--- config.mk ---
export PLATFORM = sky130hd
export DESIGN_NAME = qudc_top
export DESIGN_NICKNAME = d
export VERILOG_FILES = /design/src/logic/qudc_pkg.sv /design/src/logic/qudc_top.sv
export VERILOG_INCLUDE_DIRS = /design/src /design/src/logic
export SDC_FILE = /design/constraint.sdc
export NUM_CORES = 1
export LEC_CHECK = 0
export ABC_AREA = 1
export BUFFER_PORTS_ARGS = -buffer_cell sky130_fd_sc_hd__buf_2
export CORE_UTILIZATION = 50
export CTS_BUF_LIST = sky130_fd_sc_hd__clkbuf_16
export DETAILED_ROUTE_END_ITERATION = 6
export PLACE_DENSITY = 0.67
export SLEW_MARGIN = 30
export SYNTH_ARGS = -nofsm -noshare
export SYNTH_HDL_FRONTEND = slang
export SYNTH_SLANG_ARGS = --single-unit
--- constraint.sdc ---
create_clock -name clk_sys -period 6.61 [get_ports clk_sys]
set_clock_uncertainty 0.2 [all_clocks]
set_input_delay 0 -clock clk_sys [delete_from_list [all_inputs] [get_ports clk_sys]]
set_output_delay 0 -clock clk_sys [all_outputs]
set_load 0.005 [all_outputs]
--- src/logic/qudc_defines.svh ---
// Register offsets, field positions, reset values and bus codes of the counter.
// Assumes inclusion by bare name from the package and the design file.
`ifndef QUDC_DEFINES_SVH
`define QUDC_DEFINES_SVH
// Register byte offsets
`define QUDC_OFF_CTRL 8'h00
`define QUDC_OFF_FILT 8'h04
`define QUDC_OFF_CNT 8'h08
`define QUDC_OFF_MAX 8'h0C
`define QUDC_OFF_MIN 8'h10
`define QUDC_OFF_STAT 8'h14
`define QUDC_OFF_IEN 8'h18
`define QUDC_OFF_ICLR 8'h1C
`define QUDC_OFF_PINS 8'h20
// Status bit positions
`define QUDC_ST_ABOVE 0
`define QUDC_ST_BELOW 1
`define QUDC_ST_CERR 2
`define QUDC_ST_INDEX 3
`define QUDC_ST_AZERO 4
`define QUDC_NSTAT 5
// Reset values
`define QUDC_RST_FILT 16'h0004
`define QUDC_RST_MAX 32'h7FFFFFFF
`define QUDC_RST_MIN 32'h80000000
// Direction modes
`define QUDC_DIR_CODE 2'h0
`define QUDC_DIR_LEVEL 2'h1
`define QUDC_DIR_EDGES 2'h2
// Bus answers
`define QUDC_RESP_OK 2'h0
`define QUDC_RESP_ERR 2'h2
`endif

--- src/logic/qudc_pkg.sv ---
// Types shared by the counter design.
// Assumes the defines header sits beside it.
`include "qudc_defines.svh"
package qudc_pkg;
  // Control register layout, bit 31 downward
  typedef struct packed {
    logic [24:0] rsv;     // Reads as zero
    logic dir_inv;        // Invert direction pin level
    logic idx_zero;       // Index edge zeroes the count
    logic auto_zero;      // Boundary hit zeroes the count
    logic [1:0] dir_mode; // Direction source
    logic binary;         // Binary code instead of quadrature
    logic enable;         // Counting enabled
  } qudc_ctrl_t;
  // Count events forwarded to the interval timer
  typedef struct packed {
    logic up;
    logic down;
  } qudc_evt_t;
endpackage : qudc_pkg

--- src/logic/qudc_top.sv ---
// Quadrature / binary up-down position counter with AXI4-Lite registers.
// Assumes encoder pins synchronous-safe after the internal two-flop stage.
`timescale 1ns/1ps
`default_nettype none
`include "qudc_defines.svh"
module qudc_top #(
  parameter int FILT_W = 16
) (
  input wire logic clk_sys,
  input wire logic sys_rst,
  input wire logic [2:0] cnt_pins,
  output qudc_pkg::qudc_evt_t cnt_evt,
  output logic irq,
  input wire logic [7:0] s_axi_awaddr,
  input wire logic s_axi_awvalid,
  output logic s_axi_awready,
  input wire logic [31:0] s_axi_wdata,
  input wire logic [3:0] s_axi_wstrb,
  input wire logic s_axi_wvalid,
  output logic s_axi_wready,
  output logic [1:0] s_axi_bresp,
  output logic s_axi_bvalid,
  input wire logic s_axi_bready,
  input wire logic [7:0] s_axi_araddr,
  input wire logic s_axi_arvalid,
  output logic s_axi_arready,
  output logic [31:0] s_axi_rdata,
  output logic [1:0] s_axi_rresp,
  output logic s_axi_rvalid,
  input wire logic s_axi_rready
);
  // ----------------------------------------
  // Helper functions
  // ----------------------------------------
  // Code to position within the four-step cycle
  function automatic logic [1:0] qudc_to_bin(input logic [1:0] c, input logic bin_mode);
    qudc_to_bin = bin_mode ? c : {c[1], c[1] ^ c[0]};
  endfunction : qudc_to_bin
  // Byte-lane merge of a write
  function automatic logic [31:0] qudc_merge(input logic [31:0] old, input logic [31:0] d, input logic [3:0] st);
    for (int i = 0; i < 4; i++) begin
      qudc_merge[i*8 +: 8] = st[i] ? d[i*8 +: 8] : old[i*8 +: 8];
    end
  endfunction : qudc_merge

  // ----------------------------------------
  // Registers
  // ----------------------------------------
  qudc_pkg::qudc_ctrl_t ctrl_reg; // Control fields
  logic [FILT_W-1:0] filt_reg; // Debounce time in cycles
  logic [31:0] cnt_reg; // Position count
  logic [31:0] max_reg; // Upper boundary
  logic [31:0] min_reg; // Lower boundary
  logic [`QUDC_NSTAT-1:0] stat_reg; // Sticky events
  logic [`QUDC_NSTAT-1:0] ien_reg; // Interrupt enables
  logic [2:0] sync1_reg; // First sync stage
  logic [2:0] sync2_reg; // Second sync stage
  logic [2:0] db_reg; // Debounced inputs
  logic [2:0] db_prev_reg; // Debounced inputs, one cycle old
  logic [FILT_W-1:0] db_cnt_reg [3]; // Stability counters
  logic irq_reg;
  qudc_pkg::qudc_evt_t evt_reg;
  // Bus answer registers
  logic awready_reg, wready_reg, bvalid_reg, arready_reg, rvalid_reg;
  logic [1:0] bresp_reg, rresp_reg;
  logic [31:0] rdata_reg;

  // ----------------------------------------
  // Input synchroniser and debounce
  // ----------------------------------------
  // Two-flop stage; only the second stage feeds the filter
  always_ff @(posedge clk_sys) begin
    if (sys_rst) begin
      sync1_reg <= 3'h0;
      sync2_reg <= 3'h0;
    end else begin
      sync1_reg <= cnt_pins;
      sync2_reg <= sync1_reg;
    end
  end

  // Each input follows its pin only after filt_reg + 1 stable cycles
  for (genvar g = 0; g < 3; g++) begin : g_db
    wire differs = sync2_reg[g] != db_reg[g];
    wire settled = db_cnt_reg[g] >= filt_reg;
    always_ff @(posedge clk_sys) begin
      if (sys_rst) begin
        db_cnt_reg[g] <= '0;
        db_reg[g] <= 1'b0;
      end else if (differs && settled) begin
        db_reg[g] <= sync2_reg[g];
        db_cnt_reg[g] <= '0;
      end else if (differs) begin
        db_cnt_reg[g] <= db_cnt_reg[g] + 1'b1;
      end else begin
        db_cnt_reg[g] <= '0; // Glitch restarts the filter
      end
    end
  end

  // Edge history of the filtered inputs
  always_ff @(posedge clk_sys) begin
    if (sys_rst) begin
      db_prev_reg <= 3'h0;
    end else begin
      db_prev_reg <= db_reg;
    end
  end

  // ----------------------------------------
  // Step decode
  // ----------------------------------------
  // Position within the cycle, now and one cycle ago
  wire [1:0] pos_now = qudc_to_bin(db_reg[1:0], ctrl_reg.binary);
  wire [1:0] pos_old = qudc_to_bin(db_prev_reg[1:0], ctrl_reg.binary);
  wire [1:0] delta = pos_now - pos_old;
  // Rising edges of the filtered inputs
  wire rise_a = db_reg[0] & ~db_prev_reg[0];
  wire rise_b = db_reg[1] & ~db_prev_reg[1];
  wire rise_z = db_reg[2] & ~db_prev_reg[2];
  // Direction source decode
  wire mode_code = ctrl_reg.dir_mode == `QUDC_DIR_CODE;
  wire mode_level = ctrl_reg.dir_mode == `QUDC_DIR_LEVEL;
  wire mode_edges = ctrl_reg.dir_mode == `QUDC_DIR_EDGES;
  wire dir_down = db_reg[1] ^ ctrl_reg.dir_inv;
  // Code mode: single step each way; two steps is a code error
  wire code_up = mode_code && delta == 2'h1;
  wire code_dn = mode_code && delta == 2'h3;
  wire code_err = ctrl_reg.enable && mode_code && delta == 2'h2;
  // Level mode: input A clocks, pin B gives direction
  wire lvl_up = mode_level && rise_a && !dir_down;
  wire lvl_dn = mode_level && rise_a && dir_down;
  // Edge mode: A counts up, B counts down, both cancel
  wire edg_up = mode_edges && rise_a && !rise_b;
  wire edg_dn = mode_edges && rise_b && !rise_a;
  // Combined step requests; enable gates every source
  wire step_up = ctrl_reg.enable && (code_up || lvl_up || edg_up);
  wire step_dn = ctrl_reg.enable && (code_dn || lvl_dn || edg_dn);

  // ----------------------------------------
  // Bus decode
  // ----------------------------------------
  // Taken only with both halves offered and no answer pending
  wire wr_go = s_axi_awvalid && s_axi_wvalid && !bvalid_reg && !awready_reg;
  wire rd_go = s_axi_arvalid && !rvalid_reg && !arready_reg;
  // Register selects
  wire wr_ctrl = wr_go && s_axi_awaddr == `QUDC_OFF_CTRL;
  wire wr_filt = wr_go && s_axi_awaddr == `QUDC_OFF_FILT;
  wire wr_cnt = wr_go && s_axi_awaddr == `QUDC_OFF_CNT;
  wire wr_max = wr_go && s_axi_awaddr == `QUDC_OFF_MAX;
  wire wr_min = wr_go && s_axi_awaddr == `QUDC_OFF_MIN;
  wire wr_ien = wr_go && s_axi_awaddr == `QUDC_OFF_IEN;
  wire wr_iclr = wr_go && s_axi_awaddr == `QUDC_OFF_ICLR;
  // Writes to read-only registers are ignored but answered OKAY
  wire wr_ro = wr_go && (s_axi_awaddr == `QUDC_OFF_STAT || s_axi_awaddr == `QUDC_OFF_PINS);
  wire wr_hit = wr_ctrl | wr_filt | wr_cnt | wr_max | wr_min | wr_ien | wr_iclr | wr_ro;
  wire [31:0] wr_cnt_val = qudc_merge(cnt_reg, s_axi_wdata, s_axi_wstrb);

  // ----------------------------------------
  // Count and boundary logic
  // ----------------------------------------
  // One step up or down, wrapping at the ends
  wire [31:0] cnt_step = step_up ? cnt_reg + 32'h1 : cnt_reg - 32'h1;
  wire az_hit = ctrl_reg.auto_zero && (step_up || step_dn)
                && (cnt_step == max_reg || cnt_step == min_reg);
  wire idx_hit = ctrl_reg.enable && ctrl_reg.idx_zero && rise_z;
  // Priority: software load, index, auto-zero, step
  wire [31:0] cnt_next = wr_cnt ? wr_cnt_val
                       : idx_hit ? 32'h0
                       : az_hit ? 32'h0
                       : (step_up || step_dn) ? cnt_step : cnt_reg;
  // Boundaries compared against the value the counter will hold
  wire above = $signed(cnt_next) > $signed(max_reg);
  wire below = $signed(cnt_next) < $signed(min_reg);
  // Bit order follows the status register
  wire [`QUDC_NSTAT-1:0] stat_set = {az_hit, rise_z, code_err, below, above};
  wire [`QUDC_NSTAT-1:0] stat_clr = wr_iclr ? s_axi_wdata[`QUDC_NSTAT-1:0] : '0;
  // Set beats a clear in the same cycle
  wire [`QUDC_NSTAT-1:0] stat_next = (stat_reg & ~stat_clr) | stat_set;

  // Position counter
  always_ff @(posedge clk_sys) begin
    if (sys_rst) begin
      cnt_reg <= 32'h0;
    end else begin
      cnt_reg <= cnt_next;
    end
  end

  // Software-set configuration
  always_ff @(posedge clk_sys) begin
    if (sys_rst) begin
      ctrl_reg <= '0;
      filt_reg <= FILT_W'(`QUDC_RST_FILT);
      max_reg <= `QUDC_RST_MAX;
      min_reg <= `QUDC_RST_MIN;
      ien_reg <= '0;
    end else begin
      if (wr_ctrl) ctrl_reg <= qudc_merge(ctrl_reg, s_axi_wdata, s_axi_wstrb) & 32'h7F;
      if (wr_filt) filt_reg <= FILT_W'(qudc_merge(32'(filt_reg), s_axi_wdata, s_axi_wstrb));
      if (wr_max) max_reg <= qudc_merge(max_reg, s_axi_wdata, s_axi_wstrb);
      if (wr_min) min_reg <= qudc_merge(min_reg, s_axi_wdata, s_axi_wstrb);
      if (wr_ien) ien_reg <= s_axi_wdata[`QUDC_NSTAT-1:0];
    end
  end

  // Status, interrupt and timer events
  always_ff @(posedge clk_sys) begin
    if (sys_rst) begin
      stat_reg <= '0;
      irq_reg <= 1'b0;
      evt_reg <= '0;
    end else begin
      stat_reg <= stat_next;
      irq_reg <= |(stat_next & ien_reg);
      evt_reg <= '{up: step_up, down: step_dn};
    end
  end

  // ----------------------------------------
  // AXI4-Lite slave
  // ----------------------------------------
  wire rd_known = s_axi_araddr <= `QUDC_OFF_PINS && s_axi_araddr[1:0] == 2'h0;
  // Read select; the clear register and holes read as zero
  wire [31:0] rd_mux = (s_axi_araddr == `QUDC_OFF_CTRL) ? 32'(ctrl_reg)
                     : (s_axi_araddr == `QUDC_OFF_FILT) ? 32'(filt_reg)
                     : (s_axi_araddr == `QUDC_OFF_CNT) ? cnt_reg
                     : (s_axi_araddr == `QUDC_OFF_MAX) ? max_reg
                     : (s_axi_araddr == `QUDC_OFF_MIN) ? min_reg
                     : (s_axi_araddr == `QUDC_OFF_STAT) ? 32'(stat_reg)
                     : (s_axi_araddr == `QUDC_OFF_IEN) ? 32'(ien_reg)
                     : (s_axi_araddr == `QUDC_OFF_PINS) ? 32'(db_reg) : 32'h0;

  // Write channel: both halves taken together, answer next cycle
  always_ff @(posedge clk_sys) begin
    if (sys_rst) begin
      awready_reg <= 1'b0;
      wready_reg <= 1'b0;
      bvalid_reg <= 1'b0;
      bresp_reg <= `QUDC_RESP_OK;
    end else begin
      awready_reg <= wr_go;
      wready_reg <= wr_go;
      if (wr_go) begin
        bvalid_reg <= 1'b1;
        bresp_reg <= wr_hit ? `QUDC_RESP_OK : `QUDC_RESP_ERR;
      end else if (s_axi_bready) begin
        bvalid_reg <= 1'b0;
      end
    end
  end

  // Read channel: data ready one cycle after the address
  always_ff @(posedge clk_sys) begin
    if (sys_rst) begin
      arready_reg <= 1'b0;
      rvalid_reg <= 1'b0;
      rresp_reg <= `QUDC_RESP_OK;
      rdata_reg <= 32'h0;
    end else begin
      arready_reg <= rd_go;
      if (rd_go) begin
        rvalid_reg <= 1'b1;
        rdata_reg <= rd_known ? rd_mux : 32'h0;
        rresp_reg <= rd_known ? `QUDC_RESP_OK : `QUDC_RESP_ERR;
      end else if (s_axi_rready) begin
        rvalid_reg <= 1'b0;
      end
    end
  end

  // Every output comes straight from a flip-flop
  assign s_axi_awready = awready_reg;
  assign s_axi_wready = wready_reg;
  assign s_axi_bvalid = bvalid_reg;
  assign s_axi_bresp = bresp_reg;
  assign s_axi_arready = arready_reg;
  assign s_axi_rvalid = rvalid_reg;
  assign s_axi_rresp = rresp_reg;
  assign s_axi_rdata = rdata_reg;
  assign irq = irq_reg;
  assign cnt_evt = evt_reg;
endmodule : qudc_top
`default_nettype wire

==> flow_metrics.env <==
export IMPL_antenna_found_initial=0
export IMPL_clk_path_buf_depth=3
export IMPL_crit_top_cell="nand2_1"
export IMPL_required_ns=6.88
export IMPL_use_met2_pct=56.5
export IMPL_hp_start="s_axi_wdata[29]"
export IMPL_setup_ws_ns=0.113
export IMPL_critPathMaxStageDelay_ns=0.32
export IMPL_gr_usage_met3_pct=10.9
export IMPL_use_met1_pct=53.3
export IMPL_grt_pass1_vias=17993
export IMPL_routed_wl_um=70300
export IMPL_clk_transition_reported_paths_ns=0.06
export IMPL_ys_ff_latch=230
export IMPL_cts_root_buf="clkbuf_16"
export IMPL_cp_arrival_ns=6.77
export IMPL_core_um2=33700
export IMPL_utilization_pct=65.7
export IMPL_r2r_cells=46
export IMPL_grt_start_max_net_pins=71
export IMPL_areaGrowthSynthToFinish_pct=28.4
export IMPL_synth_edf_count=48
export IMPL_startpoint_type="flop"
export IMPL_cts_tree="yes"
export IMPL_dieWidth_um=188
export IMPL_rsz0062_at_grt="yes"
export IMPL_num_rows=67
export IMPL_setup_viol=0
export IMPL_p_total_uw=3200
export IMPL_syn_avg_cell_area_um2=6.64
export IMPL_cp_max_fo=10
export IMPL_clk_latency_ns=0.58
export IMPL_die_h_um=188
export IMPL_worst_slew_pin_slew_ns=1.18
export IMPL_power_density_nw_per_um2=145
export IMPL_synth_yosys_seq_area_share_pct=29.5
export IMPL_synth_cell_types=54
export IMPL_nets=3171
export IMPL_r2r_start="ctrl_reg[1]"
export IMPL_async_flop_share_pct=0
export IMPL_startpoint="ctrl_reg[1]"
export IMPL_slew_headroom_pct=20.8
export IMPL_pre_cts_ws_ns=-0.415
export IMPL_io_pins=106
export IMPL_drcViolationCount=0
export IMPL_avgRoutedWirePerCell_um=20.5
export IMPL_peakVddDrop_mv=0.187
export IMPL_rrSetupSlack_ns=0.11
export IMPL_synth_cells=2597
export IMPL_numCtsBuffers=27
export IMPL_htreeDepth=1
export IMPL_cpMaxStageDelayCell="dfxtp_2"
export IMPL_synth_area_um2=17200
export IMPL_fin_cells=3425
export IMPL_maxCapViolations=0
export IMPL_grt_pass1_wl_um=103000
export IMPL_cp_endpoint="irq"
export IMPL_dp_hpwl_um=53800
export IMPL_synth_warnings=0
export IMPL_finalCritPeriodShare_pct=98.3
export IMPL_placed_cells=3270
export IMPL_via_per_inst=5.70
export IMPL_start_util_pct=51.2
export IMPL_r2r_end="irq"
export IMPL_first_pass_iters=5
export IMPL_drt_iter0_drc=2073
export IMPL_antennaDiodeCount=0
export IMPL_cp_end_kind="flop"
export IMPL_place_congestion=1.03
export IMPL_synth_ff_type="dfxtp_1"
export IMPL_leakagePower_uw=0.0108
export IMPL_report_final_slew_viol_count=0
export IMPL_max_freq_mhz=154
export IMPL_grtUsageTotal_pct=38.1
export IMPL_vias=19522
export IMPL_drtAntennaViolNets=0
export IMPL_fin_crit_ns=6.50
export IMPL_worst_hold_path_type="in2reg"
export IMPL_numClockSinks=230
export IMPL_drive_gt1_share_pct=17.3
export IMPL_crit_type="reg2reg"
export IMPL_grt_ovfl_total=0
export IMPL_outcome="finished, final reports clean"
export IMPL_port_buffers=103
export IMPL_final_hold_violation_count=0
export IMPL_largest_register_ffs=48
export IMPL_busiest_layer="met2"
export IMPL_die_area_um2=35200
power breakdown:
group | total, uW | leakage [uW] | internal, uW | switching [uW]
Clock | 1440 | 0.000426 | 784 | 653
Combinational | 292 | 0.00842 | 112 | 180
Sequential | 1470 | 0.00197 | 1450 | 18.8
critical path, delay by kind of cell, from the launching register on:
kind / cells / cell delay, ns
AOI/OAI and AO/OA: 6 / 0.80
xor gates and xnor gates: 3 / 0.54
adders and majority gates: 3 / 0.80
buffers and inverters: 9 / 1.29
DFF: 1 / 0.32
and+or+nand+nor: 25 / 2.38
repair_timing:
item,in CTS,in global routing
hold buffers,85,0
gates cloned,0,3
endpoints found under the setup margin,2,3
resized for setup,21,160
setup buffers,0,18
endpoints found under the hold margin,172,0
pin swaps,3,41
cells by family (layout without fill, tap and decap cells):
kind of cell | after synthesis | in the layout | share of synthesized area, %
simple gates | 1238 | 1238 | 30.2
compound gates | 501 | 501 | 17.7
buf+inv | 444 | 776 | 9.80
flops | 230 | 230 | 29.5
fa+ha+maj | 153 | 153 | 11.1
xor+xnor | 29 | 29 | 1.63
other cells | 2 | 50 | 0.0435
layer usage:
metal  up-vias  wire length (um)  part of all wire (%)
met1      9076             30500                    43
li1       9351                 -                     -
met5         -                 0                     0
met3       140              8420                    12
met4         0              2190                   3.1
met2       955             29200                    41
cell usage after synthesis, types with 5 or more instances:
cell type / count / area, um2
inv_1: 352 / 1320
inv_2: 8 / 30.0
nor3_1: 28 / 140
xor2_1: 21 / 184
a21oi_1: 188 / 941
clkbuf_1: 69 / 259
nand3_2: 7 / 70.1
a21boi_0: 5 / 37.5
o21ai_0: 123 / 616
clkinv_1: 6 / 22.5
nand2_1: 704 / 2640
ha_1: 152 / 1900
nor2_1: 243 / 912
a211oi_1: 43 / 323
nor3b_1: 15 / 113
a41oi_1: 5 / 43.8
nand4_1: 30 / 188
o221ai_1: 13 / 114
o21a_1: 14 / 105
or2_2: 8 / 50.1
o22ai_1: 5 / 31.3
o211ai_1: 57 / 428
xnor2_1: 6 / 52.6
dfxtp_1: 182 / 3640
edfxtp_1: 48 / 1440
nand2_2: 19 / 119
o2111ai_1: 28 / 245
nand3_1: 158 / 791
nor4_1: 12 / 75.1
placed cells by master, fill, tap and decap left out, types with 6 or more instances in the layout:
cell type	synthesis	final
dfxtp_1	182	181
nor2_1	243	220
clkinv_2	0	6
inv_1	352	355
edfxtp_1	48	48
nor2_4	0	6
xor2_1	21	18
clkinv_1	6	12
ha_1	152	127
inv_2	8	11
clkbuf_16	0	30
nand3_1	158	143
nand3_2	7	20
a21oi_1	188	179
nor2_2	3	20
buf_4	3	165
o2111ai_1	28	27
conb_1	2	50
a211oi_1	43	40
nor3b_1	15	15
nor4_1	12	7
nand2_1	704	659
nor3_1	28	23
or2_2	8	8
dlygate4sd3_1	0	85
buf_2	4	102
o21ai_0	123	121
o211ai_1	57	57
xnor2_1	6	6
nor3_2	1	6
nand4_1	30	30
a21oi_2	4	8
o221ai_1	13	13
o21a_1	14	14
ha_4	0	22
nand2_2	19	58
cell type report:
cell class              instances  area (um2)
well taps                     448         561
clock inverters                23         150
fillers                      3109       11600
clock buffers                  27         676
multi-input cells            1971       11500
flip-flops and latches        230        5090
repair buffers                360        2760
inverters                     366        1370
worst min-delay path by stage:
stage                               to  slack, ns  depth (start not counted)
after floorplan           sync1_reg[0]      -0.09                          2
after global placement    s_axi_rvalid      0.002                          2
after detailed placement  s_axi_rvalid      0.007                          2
after CTS                  max_reg[29]       0.04                          4
after global routing       max_reg[29]       0.10                          4
final                      max_reg[29]       0.07                          4
metrics by stage:
| stage | setup TNS [ns] | hold WS [ns] | instance area [um2] |
|---|---|---|---|
| 3_5_place_dp | -0.699 | 0.00684 | 19400 |
| 4_1_cts | 0 | 0.0394 | 21100 |
| 2_1_floorplan | 0 | -0.0930 | 17400 |
| 5_1_grt | -0.489 | 0.104 | 22100 |
| 3_3_place_gp | -0.640 | 0.00234 | 19400 |
| 6_report | 0 | 0.0748 | 22100 |
Note: power is estimated with default switching activity, not from simulation.
